**config.mk**
```make
export PLATFORM = sky130hd
export DESIGN_NAME = pnpc_card_control
export DESIGN_NICKNAME = d
export VERILOG_FILES = /design/src/pnpc_card_control.v /design/src/pnpc_fifo.v
export VERILOG_INCLUDE_DIRS = /design/src
export SDC_FILE = /design/constraint.sdc
export NUM_CORES = 1
export LEC_CHECK = 0
export BUFFER_PORTS_ARGS = -buffer_cell sky130_fd_sc_hd__buf_2
export CORE_ASPECT_RATIO = 0.7
export CORE_MARGIN = 2
export CORE_UTILIZATION = 60
export DETAILED_ROUTE_END_ITERATION = 10
export PLACE_DENSITY = 0.95
export SLEW_MARGIN = 20
export SYNTH_ARGS = -nofsm -noshare
export SYNTH_HDL_FRONTEND = slang
export SYNTH_SLANG_ARGS = --single-unit
```
**constraint.sdc**
```tcl
create_clock -name i_clock -period 6.7 [get_ports i_clock]
set_clock_uncertainty 0.1 [all_clocks]
set_input_delay 0.335 -clock i_clock [delete_from_list [all_inputs] [get_ports i_clock]]
set_output_delay 0.335 -clock i_clock [all_outputs]
set_load 0.05 [all_outputs]
```
**src/pnpc_regs.vh**
```
// Register indices, fields and constants for the card control register set
`ifndef PNPC_REGS_VH
`define PNPC_REGS_VH
`define PNPC_IDX_RDPORT 8'h00
`define PNPC_IDX_ISOL 8'h01
`define PNPC_IDX_CMD 8'h02
`define PNPC_IDX_WAKE 8'h03
`define PNPC_IDX_RDATA 8'h04
`define PNPC_IDX_STATUS 8'h05
`define PNPC_IDX_CARDNUM 8'h06
`define PNPC_IDX_LUNIT 8'h07
`define PNPC_CMD_RESET 0
`define PNPC_CMD_WAITKEY 1
`define PNPC_CMD_CLRNUM 2
`define PNPC_STATUS_READY 0
`define PNPC_RDPORT_LOW 2'h3
`define PNPC_RDPORT_RESET 10'h203
`define PNPC_CARDNUM_RESET 8'h00
`define PNPC_LUNIT_RESET 8'h00
`define PNPC_IDX_RESET 8'h00
`define PNPC_ST_WAITKEY 2'h0
`define PNPC_ST_SLEEP 2'h1
`define PNPC_ST_ISOL 2'h2
`define PNPC_ST_CONFIG 2'h3
`endif

```
**src/pnpc_card_control.v**
```verilog
// Card-level Plug and Play control register set with index/data access
// Summary of operation
// - Read-port-setting write loads data bits 7-0 into read port address 9-2.
// - Read-port-setting reads are ignored; read port address bits 1-0 stay 11.
// - Each isolation read makes an isolating card compare one more ID bit.
// - Command register is write-only; its command bits clear themselves.
// - Reset bit resets logical devices and registers, keeps card number.
// - Return bit moves card to wait-for-key, keeps number and devices.
// - Number-clear bit sets the card number to zero.
// - Wake with matching number in sleep goes isolation if zero else config.
// - Any wake write restarts resource readout from the first byte.
// - Status bit 0 is one exactly when the next resource byte is ready.
// - Card number write assigns the number that wake commands match.
// - Logical unit number selects device for config and activate commands.
// - Single-device card returns 00h from the logical unit register.
// - Index reads back last written; data reads the indexed register.
// - Strap low at reset hides registers until protocol; high opens them.
`timescale 1ns/1ns
`default_nettype none
`include "pnpc_regs.vh"
module pnpc_card_control
(
  input wire i_clock,
  input wire i_reset_n,
  input wire i_base_address_strap,
  input wire i_key_done,
  input wire i_index_write,
  input wire i_data_write,
  input wire i_index_read,
  input wire i_data_read,
  input wire [7:0] i_wdata,
  input wire [7:0] i_res_data,
  input wire i_res_valid,
  output reg o_res_ready,
  input wire i_id_bit,
  input wire i_isol_drive,
  output reg [7:0] o_rdata,
  output reg o_rvalid,
  output reg [9:0] o_read_port_address,
  output reg [1:0] o_card_state,
  output reg [7:0] o_card_number,
  output reg [7:0] o_logical_unit,
  output reg o_unit_reset,
  output reg o_isol_compare,
  output reg o_resource_restart
);
  reg strap_s1;
  reg strap_s2;
  reg key_s1;
  reg key_s2;
  reg key_d;
  reg strap_caught;
  reg released;
  reg [7:0] index;
  reg [1:0] state;
  reg [1:0] next_state;
  wire key_rise;
  wire accessible;
  wire wr;
  wire rd;
  wire fifo_ready;
  wire fifo_valid;
  wire [7:0] fifo_data;
  wire fifo_pop;
  wire fifo_push;
  reg flush;
  // ----------------------------------------
  // Index matching
  // ----------------------------------------
  function is_idx;
    input [7:0] a;
    input [7:0] b;
    begin
      is_idx = (a == b);
    end
  endfunction
  // ----------------------------------------
  // Input synchronisers
  // ----------------------------------------
  // Strap stages run through reset so the level is settled at release
  always @(posedge i_clock)
  begin
    strap_s1 <= i_base_address_strap;
    strap_s2 <= strap_s1;
  end
  always @(posedge i_clock)
  begin
    if (!i_reset_n)
    begin
      key_s1 <= 1'b0;
      key_s2 <= 1'b0;
      key_d <= 1'b0;
    end
    else
    begin
      key_s1 <= i_key_done;
      key_s2 <= key_s1;
      key_d <= key_s2;
    end
  end
  assign key_rise = key_s2 && !key_d;
  // Strap captured on the first clock after reset release
  always @(posedge i_clock)
  begin
    if (!i_reset_n)
    begin
      released <= 1'b0;
      strap_caught <= 1'b0;
    end
    else if (!released)
    begin
      released <= 1'b1;
      strap_caught <= strap_s2;
    end
  end
  assign accessible = released && (strap_caught || state != `PNPC_ST_WAITKEY);
  assign wr = i_data_write && accessible;
  assign rd = i_data_read && accessible;
  // ----------------------------------------
  // Resource byte buffer
  // ----------------------------------------
  assign fifo_pop = rd && is_idx(index, `PNPC_IDX_RDATA)
    && state == `PNPC_ST_CONFIG;
  // Push only on the handshake the source sees
  assign fifo_push = i_res_valid && o_res_ready;
  pnpc_fifo #(.WIDTH(8), .DEPTH(4), .AW(2)) u_fifo
  (
    .i_clock(i_clock),
    .i_reset_n(i_reset_n),
    .i_flush(flush),
    .i_data(i_res_data),
    .i_valid(fifo_push),
    .o_ready(fifo_ready),
    .o_data(fifo_data),
    .o_valid(fifo_valid),
    .i_ready(fifo_pop)
  );
  // ----------------------------------------
  // Card state machine
  // ----------------------------------------
  always @*
  begin
    next_state = state;
    case (state)
      `PNPC_ST_WAITKEY:
        if (key_rise)
          next_state = `PNPC_ST_SLEEP;
      `PNPC_ST_SLEEP:
        if (wr && is_idx(index, `PNPC_IDX_WAKE)
            && i_wdata == o_card_number)
        begin
          if (i_wdata == 8'h00)
            next_state = `PNPC_ST_ISOL;
          else
            next_state = `PNPC_ST_CONFIG;
        end
      `PNPC_ST_ISOL, `PNPC_ST_CONFIG:
        if (wr && is_idx(index, `PNPC_IDX_WAKE)
            && i_wdata != o_card_number)
          next_state = `PNPC_ST_SLEEP;
        else if (wr && is_idx(index, `PNPC_IDX_CARDNUM)
            && state == `PNPC_ST_ISOL)
          next_state = `PNPC_ST_CONFIG;
      default:
        next_state = `PNPC_ST_WAITKEY;
    endcase
    if (wr && is_idx(index, `PNPC_IDX_CMD)
        && i_wdata[`PNPC_CMD_WAITKEY] && state != `PNPC_ST_WAITKEY)
      next_state = `PNPC_ST_WAITKEY;
  end
  always @(posedge i_clock)
  begin
    if (!i_reset_n)
      state <= `PNPC_ST_WAITKEY;
    else
      state <= next_state;
  end
  // ----------------------------------------
  // Register writes and side effects
  // ----------------------------------------
  always @(posedge i_clock)
  begin
    if (!i_reset_n)
    begin
      index <= `PNPC_IDX_RESET;
      o_read_port_address <= `PNPC_RDPORT_RESET;
      o_card_number <= `PNPC_CARDNUM_RESET;
      o_logical_unit <= `PNPC_LUNIT_RESET;
      o_unit_reset <= 1'b0;
      o_isol_compare <= 1'b0;
      o_resource_restart <= 1'b0;
      flush <= 1'b0;
      o_card_state <= `PNPC_ST_WAITKEY;
      o_res_ready <= 1'b0;
    end
    else
    begin
      o_unit_reset <= 1'b0;
      o_isol_compare <= 1'b0;
      o_resource_restart <= 1'b0;
      flush <= 1'b0;
      o_card_state <= next_state;
      // Registered ready drops after each push so no byte is lost
      o_res_ready <= fifo_ready && !flush && !fifo_push;
      if (i_index_write && accessible)
        index <= i_wdata;
      if (wr && is_idx(index, `PNPC_IDX_RDPORT)
          && state == `PNPC_ST_ISOL)
        o_read_port_address <= {i_wdata, `PNPC_RDPORT_LOW};
      if (wr && is_idx(index, `PNPC_IDX_CMD))
      begin
        if (i_wdata[`PNPC_CMD_RESET] && state != `PNPC_ST_WAITKEY)
        begin
          o_unit_reset <= 1'b1;
          o_read_port_address <= `PNPC_RDPORT_RESET;
          o_logical_unit <= `PNPC_LUNIT_RESET;
        end
        if (i_wdata[`PNPC_CMD_CLRNUM])
          o_card_number <= 8'h00;
      end
      if (wr && is_idx(index, `PNPC_IDX_WAKE))
      begin
        o_resource_restart <= 1'b1;
        flush <= 1'b1;
      end
      if (wr && is_idx(index, `PNPC_IDX_CARDNUM)
          && (state == `PNPC_ST_ISOL || state == `PNPC_ST_CONFIG))
        o_card_number <= i_wdata;
      if (wr && is_idx(index, `PNPC_IDX_LUNIT)
          && state == `PNPC_ST_CONFIG)
        o_logical_unit <= 8'h00;
      if (rd && is_idx(index, `PNPC_IDX_ISOL) && state == `PNPC_ST_ISOL)
        o_isol_compare <= 1'b1;
    end
  end
  // ----------------------------------------
  // Read data path
  // ----------------------------------------
  always @(posedge i_clock)
  begin
    if (!i_reset_n)
    begin
      o_rdata <= 8'h00;
      o_rvalid <= 1'b0;
    end
    else
    begin
      o_rvalid <= (i_index_read || i_data_read) && accessible;
      // Read data stands until the next taken read
      if ((i_index_read || i_data_read) && accessible)
      begin
        if (i_index_read)
          o_rdata <= index;
        else if (is_idx(index, `PNPC_IDX_ISOL))
          o_rdata <= (i_isol_drive && i_id_bit) ? 8'h55 : 8'hAA;
        else if (is_idx(index, `PNPC_IDX_RDATA))
          o_rdata <= fifo_valid ? fifo_data : 8'h00;
        else if (is_idx(index, `PNPC_IDX_STATUS))
          o_rdata <= {7'h00, fifo_valid && !flush};
        else if (is_idx(index, `PNPC_IDX_CARDNUM))
          o_rdata <= o_card_number;
        else if (is_idx(index, `PNPC_IDX_LUNIT))
          o_rdata <= o_logical_unit;
        else
          o_rdata <= 8'h00;
      end
    end
  end
endmodule
`default_nettype wire

```
**src/pnpc_fifo.v**
```verilog
// Small valid/ready FIFO for resource bytes
`timescale 1ns/1ns
`default_nettype none
module pnpc_fifo
#(
  parameter WIDTH = 8,
  parameter DEPTH = 4,
  parameter AW = 2
)
(
  input wire i_clock,
  input wire i_reset_n,
  input wire i_flush,
  input wire [WIDTH-1:0] i_data,
  input wire i_valid,
  output wire o_ready,
  output wire [WIDTH-1:0] o_data,
  output wire o_valid,
  input wire i_ready
);
  reg [WIDTH-1:0] mem [0:DEPTH-1];
  reg [AW-1:0] wr_ptr;
  reg [AW-1:0] rd_ptr;
  reg [AW:0] count;
  wire push;
  wire pop;
  assign o_ready = (count != DEPTH[AW:0]);
  assign o_valid = (count != {(AW+1){1'b0}});
  assign o_data = mem[rd_ptr];
  assign push = i_valid && o_ready;
  assign pop = o_valid && i_ready;
  always @(posedge i_clock)
  begin
    if (push)
      mem[wr_ptr] <= i_data;
  end
  always @(posedge i_clock)
  begin
    if (!i_reset_n || i_flush)
    begin
      wr_ptr <= {AW{1'b0}};
      rd_ptr <= {AW{1'b0}};
      count <= {(AW+1){1'b0}};
    end
    else
    begin
      if (push)
        wr_ptr <= wr_ptr + 1'b1;
      if (pop)
        rd_ptr <= rd_ptr + 1'b1;
      if (push && !pop)
        count <= count + 1'b1;
      else if (pop && !push)
        count <= count - 1'b1;
    end
  end
endmodule
`default_nettype wire

```
# Yosys cells after proc, flatten, opt, wreduce, memory -nomap -nowiden
# Memory sizes are Yosys's and may differ from the RTL's. A register that Yosys moved wholly into a read port is not among the register bits.
# Index checks and enable logic that the tools add are counted.
# W data, S select, Z words.
[classes]
add_sub_neg = 4
n_eq_ne = 15
n_mux = 29
n_bitwise = 1
n_reduce_logical = 54
[op_table]
columns = ["operator", "n"]
rows = [
  ["$mux W8", 10],
  ["$logic_and A1 B1 Y1", 31],
  ["$mux W10", 3],
  ["$eq A8 B3 Y1 const B", 3],
  ["$eq A8 B2 Y1 const B", 2],
  ["$logic_not A8 Y1", 2],
  ["$mux W2", 6],
  ["$eq A8 B1 Y1 const B", 1],
  ["$eq A8 B8 Y1", 1],
  ["$ne A8 B8 Y1", 1],
  ["$reduce_bool A2 Y1", 4],
  ["$mux W1", 7],
  ["$logic_not A1 Y1", 6],
  ["$mux W3", 2],
  ["$ne A3 B3 Y1 const B", 2],
  ["$pmux W2 S3", 1],
  ["$add A2 B1 Y2 const B", 2],
  ["$eq A2 B2 Y1 const B", 2],
  ["$logic_or A1 B1 Y1", 4],
  ["$ne A2 B2 Y1 const B", 2],
  ["$reduce_and A2 Y1", 2],
  ["$reduce_or A2 Y1", 2],
  ["$add A3 B1 Y3 const B", 1],
  ["$reduce_and A3 Y1", 1],
  ["other kinds (5)", 5],
]
[totals]
ff_bits = 55
ram_bits = 32
inputBits = 27
out_inout_bits = 41
elab_cells = 124
memories = 1
[mem_list]
columns = ["memory", "words", "word_bits", "rd", "rd_ports_with_merged_regs", "wr", "line", "text"]
rows = [
  ["u_fifo.mem", 4, 8, 1, 1, 1, "pnpc_fifo.v:21", "reg [WIDTH-1:0] mem [0:DEPTH-1];"],
]

# Logic depth before layout (Yosys ltp)
# Gate-level depths: netlist of run 1.
[logic_depth]
depth_word = 10
ltp_mapped = 10
mapped_depth_nobuf = 9

# Hierarchy
# A second synthesis of run 1 with hierarchy kept.
[unflattened]
hier_cells = 337
hier_area_um2 = 3763.6
[modules_own_cells]
columns = ["mod", "instances", "cells_per_inst", "area_per_inst_um2", "seq_area_each_um2"]
rows = [
  ["pnpc_card_control", 1, 247, 2135.8, 960.9],
  ["pnpc_fifo", 1, 90, 1627.8, 1141.1],
]

# Worst setup path after synthesis of run 1
# No wires, ideal clock.
[synth_timing]
path_kind = "reg-to-reg"
startpoint = "register o_res_ready"
endpoint = "register u_fifo.count[2]"
setup_ns = 0.070
arrival_time_ns = 2.382
required_ns = 6.530
path_slack_ns = 4.148
path_stages_with_launch = 9
path_buffers = 0
period_less_slack_ns = 2.552
cell_sequence = "dfxtp_1 > nand2_1 > a21oi_1 > ha_1 > inv_1 > fa_1 > xor2_1 > or3_1 > a21oi_1"
[synth_via]
elab_chain_cells = 5
word_cells_on_any_way = 7
cone_classes = "mux: 1; reduce/logical: 6"
[synth_rtl]
columns = ["item", "line", "text"]
rows = [
  ["from (decl)", "pnpc_card_control.v:34", "output reg o_res_ready,"],
  ["from (signal assigned)", "pnpc_card_control.v:204", "o_res_ready <= fifo_ready && !flush && !fifo_push;"],
  ["$logic_and A1 B1 Y1 (*)", "pnpc_card_control.v:125", "assign fifo_push = i_res_valid && o_res_ready;"],
  ["$logic_and A1 B1 Y1 (*)", "pnpc_fifo.v:30", "assign push = i_valid && o_ready;"],
  ["via u_fifo.push", "pnpc_fifo.v:25", "wire push;"],
  ["$logic_not A1 Y1", "pnpc_fifo.v:53", "else if (pop && !push)"],
  ["$logic_and A1 B1 Y1", "pnpc_fifo.v:53", ""],
  ["$reduce_bool A2 Y1 (no line)", "--", ""],
  ["to (signal assigned)", "pnpc_fifo.v:43", "count <= {(AW+1){1'b0}};"],
  ["to (signal assigned)", "pnpc_fifo.v:52", "count <= count + 1'b1;"],
  ["to (signal assigned)", "pnpc_fifo.v:54", "count <= count - 1'b1;"],
  ["to (decl)", "pnpc_fifo.v:24", "reg [AW:0] count;"],
]
# Mark *: on every way through the listed nets, which the timed path passes. The rest lies on a longest branch.
# A chain may end at the register's enable or synchronous reset.

# Worst setup path in the final report of run 1
[layout_timing]
startpoint = "register index[5]"
endpoint = "register u_fifo.count[2]"
[layout_via]
elab_chain_cells = 7
word_cells_on_any_way = 9
cone_classes = "eq/ne: 1; mux: 1; reduce/logical: 7"
[layout_rtl]
columns = ["item", "line", "text"]
rows = [
  ["from (decl)", "pnpc_card_control.v:54", "reg [7:0] index;"],
  ["from (signal assigned)", "pnpc_card_control.v:185", "index <= `PNPC_IDX_RESET;"],
  ["from (signal assigned)", "pnpc_card_control.v:206", "index <= i_wdata;"],
  ["$eq A8 B3 Y1 (*)", "pnpc_card_control.v:74", "is_idx = (a == b);"],
  ["$logic_and A1 B1 Y1 (*)", "pnpc_card_control.v:122", "assign fifo_pop = rd && is_idx(index, `PNPC_IDX_RDATA)"],
  ["$logic_and A1 B1 Y1 (no line) (*)", "--", ""],
  ["$logic_and A1 B1 Y1 (*)", "pnpc_fifo.v:31", "assign pop = o_valid && i_ready;"],
  ["$logic_not A1 Y1", "pnpc_fifo.v:51", "if (push && !pop)"],
  ["$logic_and A1 B1 Y1", "pnpc_fifo.v:51", ""],
  ["$mux W3 or $reduce_bool A2 Y1 (tied branches)", "--", ""],
]
# Mark *: on every way between the ends. The rest lies on a longest branch, timed or not.

==> summary.txt, run 1 <==
Pleak = 1.75 nW
Vias in the first global route = 2,835
DRC Markers = 0
CTS root buf = clkbuf_8
Critical Path Fanout Max = 11
Least-Margin Pin Slew = 0.893 ns
Worst path bufs/invs = 1
Synth warn = 0
WL final = 9050 µm
Worst Path Arrival = 3.06 ns
TritonCTS clock tree = yes
Die area = 7210 µm²
CP Class = reg2reg
Post-synth ARST share = 0%
Vias per Instance = 6.35
Fin nets = 444
Avg Inst Size Synth = 11.0 µm²
PwrDens = 243 nW/µm²
Io pins = 68
Max-cap violations = 0
Worst skew pair latency = 0.37 ns
Core box area = 6280 µm²
Hold buffer count at CTS = 1
Peak supply drop = 0.126 mV
1st-pass router iterations = 7
Share of cells above drive strength 1 = 22.1%
Starting Density = 62.5%
Cell taking the most area after synthesis = dfxtp_1
Largest net degree at the start of global routing = 19
Post-synth EDFFs = 32
Final ANT Viol Nets = 0
Initial antenna violation count = 0
Crit path top cell by count = or3_1
Final min period = 2.86 ns
RSZ-0062 raised after global routing = no
Clk sinks = 89
CP delay by family, top = simple AND/OR/NAND/NOR gates
Period utilization = 42.7%
Post-CTS sizing = 0
GPL Wtd Cong = 0.926
Worst Setup Start Kind = register
Hpwl dp = 6250 µm
Post-synth top area share = 29.1%
Die Width = 101 µm
Layout Area Growth over Synthesis = 13.1%
Headroom to the max-slew limit = 40.0%
Initial DRC Count = 487
Rows = 24
All-Layer GR Usage = 26.2%
Num CTS Buffers = 9
Synthesized flop and latch total = 89
Bufs on Longest Clock Path = 2
Postcts setup bufs = 0
Achievable frequency = 0.350 GHz
Setup violators final = 0
Vias after detailed routing = 3,137
Clk pin slew, worst setup/hold paths = 0.09 ns
Fin. max-slew vios = 0
Post-DR wirelength/cell = 18.3 µm
Total gr overflow = 0
Port Buf Inserts = 59
Sequential element share of the synthesized area = 53.6%
Synth Instances = 358
Post-Syn Area = 3920 µm²
Nature of the critical path endpoint = register
Status = finished, final reports clean
Final Hold Violating Endpoints = 0
Synth area leaders = dfxtp_1 (29%), edfxtp_1 (25%), mux4_2 (4.6%), a21oi_1 (3.2%), mux2i_1 (3.1%)
N_diodes = 0
Slowest stage delay, CP = 0.50 ns
Crit-path cells = nor4_4 > nand2b_2 > or3_1 > ha_1 > inv_1 > fa_1 > xor2_1 > or3_1 > a21oi_1
CP Data Required Time = 6.90 ns
Setup TNS Final = 0 ns
Main synth FF type = dfxtp_1
Worst hold slack = 0.0842 ns
Die Span Y = 71.6 µm
Crit path max-delay cell type = nor4_4
Yosys cell types = 55
Fillers = 408
HP Class = in2reg
First-pass GRT wire length = 14,300 µm
CTS H-tree depth = 3
area by class of cell:
cell class,instances,area [µm²],area share (%)
clock buffer,12,188,4.23
multi-input combinational,244,1690,38.0
sequential,89,2100,47.4
clock inverter,4,27.5,0.621
tap,78,97.6,2.20
inverter,6,22.5,0.508
timing repair buffer,61,313,7.05
cells in the final DEF, fill, tap and decap left out, types with 2 or more instances in the layout:
cell,netlist,layout
buf_2,2,59
dfxtp_1,57,57
nand2_1,32,32
edfxtp_1,32,32
a21oi_1,25,25
nor2_1,24,24
o21ai_0,19,19
mux2i_1,12,12
xnor2_1,11,11
clkbuf_8,0,10
and2_1,9,9
a221oi_1,8,8
mux4_2,8,8
conb_1,1,8
a22o_1,7,7
and3_1,7,7
nand4_1,6,6
nor3_1,6,6
nand2b_1,6,6
o21ai_1,6,6
inv_1,5,5
ha_1,5,5
nor4_1,4,4
nand4b_1,4,4
or3_1,3,3
nand3_1,3,3
nor2b_1,2,2
xor2_1,2,2
or4_4,2,2
o21a_1,2,2
nand3b_1,2,2
or4_1,2,2
clkinv_2,0,2
inv_6,0,2
clkbuf_16,0,2
stage by stage:
| stage | power, W | instances | cell area [µm²] | util (%) | setup slack, ns |
|---|---|---|---|---|---|
| detailed placement | 0.000702 | 477 | 4210 | 67.1 | 3.94 |
| finish | 0.00108 | 494 | 4440 | 70.7 | 3.84 |
| global placement | 0.000697 | 477 | 4210 | 67.1 | 4.08 |
| global route | 0.00111 | 494 | 4440 | 70.7 | 3.69 |
| floorplan | 0.000673 | 365 | 3950 | - | 4.15 |
| CTS | 0.00108 | 494 | 4440 | 70.7 | 3.88 |
synth_stat cells (4+ instances only):
library cell and instances:
nor4_1 4, nor3_1 6, buf_4 8, o21ai_1 6, and2_1 9, a22o_1 7, o21ai_0 19, nand2_1 32
clkbuf_1 14, dfxtp_1 57, xnor2_1 11, a21oi_1 25, nor2_1 24, nand4b_1 4, mux4_2 8, nand4_1 6
nand2b_1 6, mux2i_1 12, ha_1 5, a221oi_1 8, and3_1 7, inv_1 5, edfxtp_1 32
where the power goes:
part	total [W]	internal, W	leakage [nW]	switching [W]
sequential	0.000586	0.000574	0.753	0.0000120
clock	0.000383	0.000192	0.113	0.000192
combinational	0.000108	0.0000350	0.882	0.0000732
final timing paths:
check,slack [ns],depth (start not counted),end,startpoint
setup / recovery,3.84,9,u_fifo.count[2],index[5]
hold / removal,0.08,2,o_res_ready,i_res_valid
setup reg to reg,3.84,9,u_fifo.count[2],index[5]
hold reg to reg,0.23,0,strap_s2,strap_s1
cell families (layout without fill, tap and decap cells):
family	after synthesis	after routing	share of synthesized area (%)
multiplexers	20	20	7.66
adder cells (fa/ha/maj)	6	6	2.11
other	1	8	0.0956
flip-flops	89	89	53.6
AO/OA/AOI/OAI	76	76	12.1
XOR/XNOR	13	13	2.90
AND/OR/NAND/NOR	121	121	17.5
buffers and inverters	32	83	4.08
flip-flops by register name, summed over array words and instances, names as in the netlist, 2 cells and up, named ones only:
register	count
index	8
o_card_number	8
o_card_state	2
o_rdata	8
o_read_port_address	10
u_fifo.count	3
u_fifo.mem	32
u_fifo.rd_ptr	2
u_fifo.wr_ptr	2
per-layer routing:
metal,vias up,routed length (µm),track usage (%)
met3,26,995,7.41
li1,1404,-,-
met5,-,0,0
met1,1479,3670,35.9
met2,228,4180,40.4
met4,0,215,9.13
No activity file was read; power rests on OpenSTA's default activity.
==> inputs of run 2 (changes only) <==
CORE_UTILIZATION = 56   (was 60)
PLACE_DENSITY = 0.91   (was 0.95)
clock period = 2.9 ns   (was 6.7 ns; I/O delays follow)
==> summary.txt, run 2 (synthesis gave the netlist of run 1 again) <==
Nature of the critical path endpoint = register
Most frequent cells in the layout = buf_2 (59), dfxtp_1 (57), nand2_1 (32), edfxtp_1 (32), a21oi_1 (25)
Largest Register = u_fifo.mem
Initial DRC Count = 345
Reg2Reg Depth = 9
Critical Path Fanout Max = 13
Most common cell after layout, fill and taps aside = buf_2
CTS root buf = clkbuf_8
Vias per Instance = 6.06
Worst R2R End = u_fifo.count[2]
HP Class = in2reg
Setup TNS Final = 0 ns
Flop2flop setup slack = 0.21 ns
TritonCTS clock tree = yes
Peak supply drop = 0.286 mV
Pleak = 1.84 nW
Min-Delay Startpoint = i_data_write
Die area = 7700 µm²
Max-cap violations = 0
Die Span Y = 74.0 µm
Rows = 25
CP Data Required Time = 3.09 ns
Fin nets = 470
Clk sinks = 89
All-Layer GR Usage = 25.8%
CP Class = reg2reg
Worst skew pair latency = 0.37 ns
Hold Crit Depth = 3
Endpoint, Worst Hold = flush
Fin. max-slew vios = 0
Starting Density = 58.0%
Leading registers by flop count = u_fifo.mem x32, o_read_port_address x10
Share of cells above drive strength 1 = 22.2%
Num CTS Buffers = 9
DRC Markers = 0
Bufs on Longest Clock Path = 2
Clk pin slew, worst setup/hold paths = 0.09 ns
Worst Setup Start Kind = register
GPL Wtd Cong = 0.927
PwrDens = 521 nW/µm²
Final ANT Viol Nets = 0
Setup violators final = 0
Core box area = 6760 µm²
RSZ-0062 raised after global routing = no
Least-Margin Pin Slew = 0.822 ns
Initial antenna violation count = 0
Largest net degree at the start of global routing = 25
N_diodes = 0
Design Power = 0.00243 W
Die Width = 104 µm
Worst R2R Start = index[2]
Largest register FFs = 32
Vias in the first global route = 3,091
Total gr overflow = 0
Worst Path Arrival = 2.88 ns
Achievable frequency = 0.372 GHz
Final Hold Violating Endpoints = 0
WL final = 9790 µm
CTS H-tree depth = 3
Period utilization = 92.7%
Hpwl dp = 6680 µm
Port Buf Inserts = 59
Post-DR wirelength/cell = 18.3 µm
1st-pass router iterations = 6
Postcts setup bufs = 0
Headroom to the max-slew limit = 44.8%
Final min period = 2.69 ns
Status = finished, final reports clean
Vias after detailed routing = 3,246
Layout Area Growth over Synthesis = 19.0%
First-pass GRT wire length = 15,300 µm
Worst hold slack = 0.0775 ns
Io pins = 68
## run 2: cell count changes in the layout (fill, tap and decap cells not counted), sizes merged
cell,change
dlygate4sd3,+20
buf,+6
clkinvlp,+1
clkinv,+1
clkbuf,-2
## run 2: layout make-up
| class | count | area (µm²) |
|---|---|---|
| clock inverters | 6 | 41.3 |
| inverters | 6 | 22.5 |
| repair buffers | 87 | 558 |
| fillers | 481 | 2090 |
| multi-input cells | 244 | 1690 |
| clock buffers | 10 | 138 |
| flip-flops and latches | 89 | 2100 |
| well taps | 94 | 118 |
## run 2: worst max-delay path, cell delays in order, from the launching register on
cell     delay (ns)
dfxtp_1        0.56
nor3b_1        0.32
nand2_1        0.14
or3_1          0.41
ha_1           0.25
inv_1          0.09
fa_1           0.19
xor2_1         0.09
or3_1          0.32
a21oi_1        0.15
## run 2: timing repair
action                                 in CTS  in global routing
endpoints found under the hold margin      54                  0
resized for setup                           0                  0
hold buffers                               21                  0
## run 2: worst max-delay path by stage
stage	from	slack (ns)	cells past startpoint	endpoint
finish	index[2]	0.21	9	u_fifo.count[2]
global route	index[2]	0.003	9	u_fifo.count[2]
CTS	index[2]	0.23	9	u_fifo.count[2]
detailed placement	index[2]	0.28	9	u_fifo.count[2]
global placement	index[2]	0.47	9	u_fifo.count[2]
floorplan	o_res_ready	0.35	8	u_fifo.count[2]
## run 2: report_power, final
group	switching, W	total [W]	leakage (nW)	internal (W)
clock	0.000454	0.000790	0.0930	0.000337
sequential	0.0000270	0.00135	0.753	0.00133
combinational	0.000181	0.000287	0.996	0.000106
total	0.000662	0.00243	1.84	0.00177
## run 2: metrics by stage
step / std cells / area (µm²) / worst slack (ns) / utilization, %
finish: 536 / 4660 / 0.211 / 69.0
global route: 536 / 4660 / 0.00329 / 69.0
CTS: 536 / 4660 / 0.231 / 69.0
detailed placement: 499 / 4280 / 0.278 / 63.3
global placement: 499 / 4280 / 0.474 / 63.3
floorplan: 365 / 3950 / 0.348 / -
## run 2: layer usage
metal	wire length [µm]	GRT usage (%)	share of wire, %
met1	4080	33.8	42
met2	4630	42.6	47
met3	882	6.66	9.0
met4	201	9.46	2.1
met5	0	0	0
==> inputs of run 3 (changes only) <==
CORE_ASPECT_RATIO = 0.9   (was 0.7)
==> summary.txt, run 3 (synthesis gave the netlist of run 1 again) <==
First-pass GRT wire length = 14,400 µm
Postcts setup bufs = 0
Final ANT Viol Nets = 0
Clk sinks = 89
CP Data Required Time = 3.09 ns
Io pins = 68
CTS root buf = clkbuf_8
Most frequent cells in the layout = buf_2 (59), dfxtp_1 (57), nand2_1 (32), edfxtp_1 (32), a21oi_1 (25)
Rows = 28
Vias per Instance = 5.87
HP Class = in2reg
Worst hold slack = 0.0743 ns
Fin. max-slew vios = 0
Vias after detailed routing = 3,124
Largest register FFs = 32
Die area = 7690 µm²
Num CTS Buffers = 9
Worst Setup Start Kind = register
Total gr overflow = 0
Clk pin slew, worst setup/hold paths = 0.08 ns
Max-cap violations = 0
Core box area = 6690 µm²
Post-DR wirelength/cell = 16.7 µm
Design Power = 0.00246 W
Fillers = 466
RSZ-0062 raised after global routing = no
CTS H-tree depth = 3
Worst skew pair latency = 0.36 ns
Min-Delay Startpoint = i_data_write
Starting Density = 58.6%
Worst R2R End = u_fifo.count[2]
Endpoint, Worst Hold = flush
CP Class = reg2reg
Worst Path Arrival = 2.76 ns
Worst R2R Start = u_fifo.count[0]
Reg2Reg Depth = 9
WL final = 8900 µm
N_diodes = 0
Multi-input gate area = 1690 µm²
Fin nets = 470
Largest Register = u_fifo.mem
Flop2flop setup slack = 0.33 ns
Nature of the critical path endpoint = register
Initial antenna violation count = 0
Layout Area Growth over Synthesis = 19.2%
Period utilization = 88.5%
PwrDens = 527 nW/µm²
Largest net degree at the start of global routing = 25
Status = finished, final reports clean
Port Buf Inserts = 59
Setup TNS Final = 0 ns
Post-CTS sizing = 0
Hpwl dp = 6270 µm
Die Width = 92.2 µm
Least-Margin Pin Slew = 0.851 ns
Setup violators final = 0
Hold Crit Depth = 3
Leading registers by flop count = u_fifo.mem x32, o_read_port_address x10
All-Layer GR Usage = 24.1%
Final Hold Violating Endpoints = 0
DRC Markers = 0
Critical Path Fanout Max = 4
Initial DRC Count = 331
GPL Wtd Cong = 0.881
Pleak = 1.85 nW
Final min period = 2.57 ns
Vias in the first global route = 2,833
Register area = 2100 µm²
Achievable frequency = 0.390 GHz
1st-pass router iterations = 5
Peak supply drop = 0.354 mV
Bufs on Longest Clock Path = 2
Most common cell after layout, fill and taps aside = buf_2
Share of cells above drive strength 1 = 22.2%
TritonCTS clock tree = yes
Headroom to the max-slew limit = 42.8%
Hold buffer count at CTS = 21
Die Span Y = 83.4 µm
[run 3: cell types whose count changed in the layout (fill, tap and decap cells not counted), sizes merged]
| cell | delta |
|---|---|
| clkinv | +1 |
| bufinv | +1 |
| inv | -1 |
| clkbuf | -1 |
[run 3: power breakdown]
group,switching [W],internal [W]
combinational,0.000175,0.000106
sequential,0.0000255,0.00133
clock,0.000435,0.000398
[run 3: how the worst max path moves through the flow]
stage                     from  slack, ns              end  cells past startpoint
2_1_floorplan      o_res_ready       0.35  u_fifo.count[2]                      8
3_3_place_gp   u_fifo.count[0]       0.49  u_fifo.count[2]                      9
3_5_place_dp   u_fifo.count[0]       0.38  u_fifo.count[2]                      9
4_1_cts        u_fifo.count[0]       0.32  u_fifo.count[2]                      9
5_1_grt        u_fifo.count[0]       0.22  u_fifo.count[2]                      9
6_report       u_fifo.count[0]       0.33  u_fifo.count[2]                      9
[run 3: critical path: stages (launching register included)]
cell,delay [ns]
dfxtp_1,0.36
or3_1,0.42
nand2_1,0.11
or3_1,0.16
ha_1,0.21
inv_1,0.07
fa_1,0.44
xor2_1,0.19
or3_1,0.31
a21oi_1,0.14
[run 3: stage by stage]
stage,worst slack [ns],cell area [µm²],util [%],cells
after floorplan,0.348,3950,-,365
after global placement,0.485,4270,63.8,495
after detailed placement,0.378,4270,63.8,495
after CTS,0.322,4670,69.9,532
after global routing,0.217,4670,69.9,532
final,0.334,4670,69.9,532
[run 3: layout make-up]
class | count | share of cell area, %
clock inverter | 7 | 1.50
tap | 90 | 2.41
sequential | 89 | 45.0
inverter | 6 | 0.482
clock buffer | 9 | 2.65
multi-input combinational | 244 | 36.1
timing repair buffer | 87 | 11.9
[run 3: metal layers]
metal	vias to the layer above	share of wire, %	wire length [µm]	global-route usage (%)
li1	1465	-	-	-
met1	1495	41	3690	31.6
met2	142	49	4360	39.1
met3	22	7.7	682	7.44
met4	0	1.9	168	6.65
met5	-	0	0	0
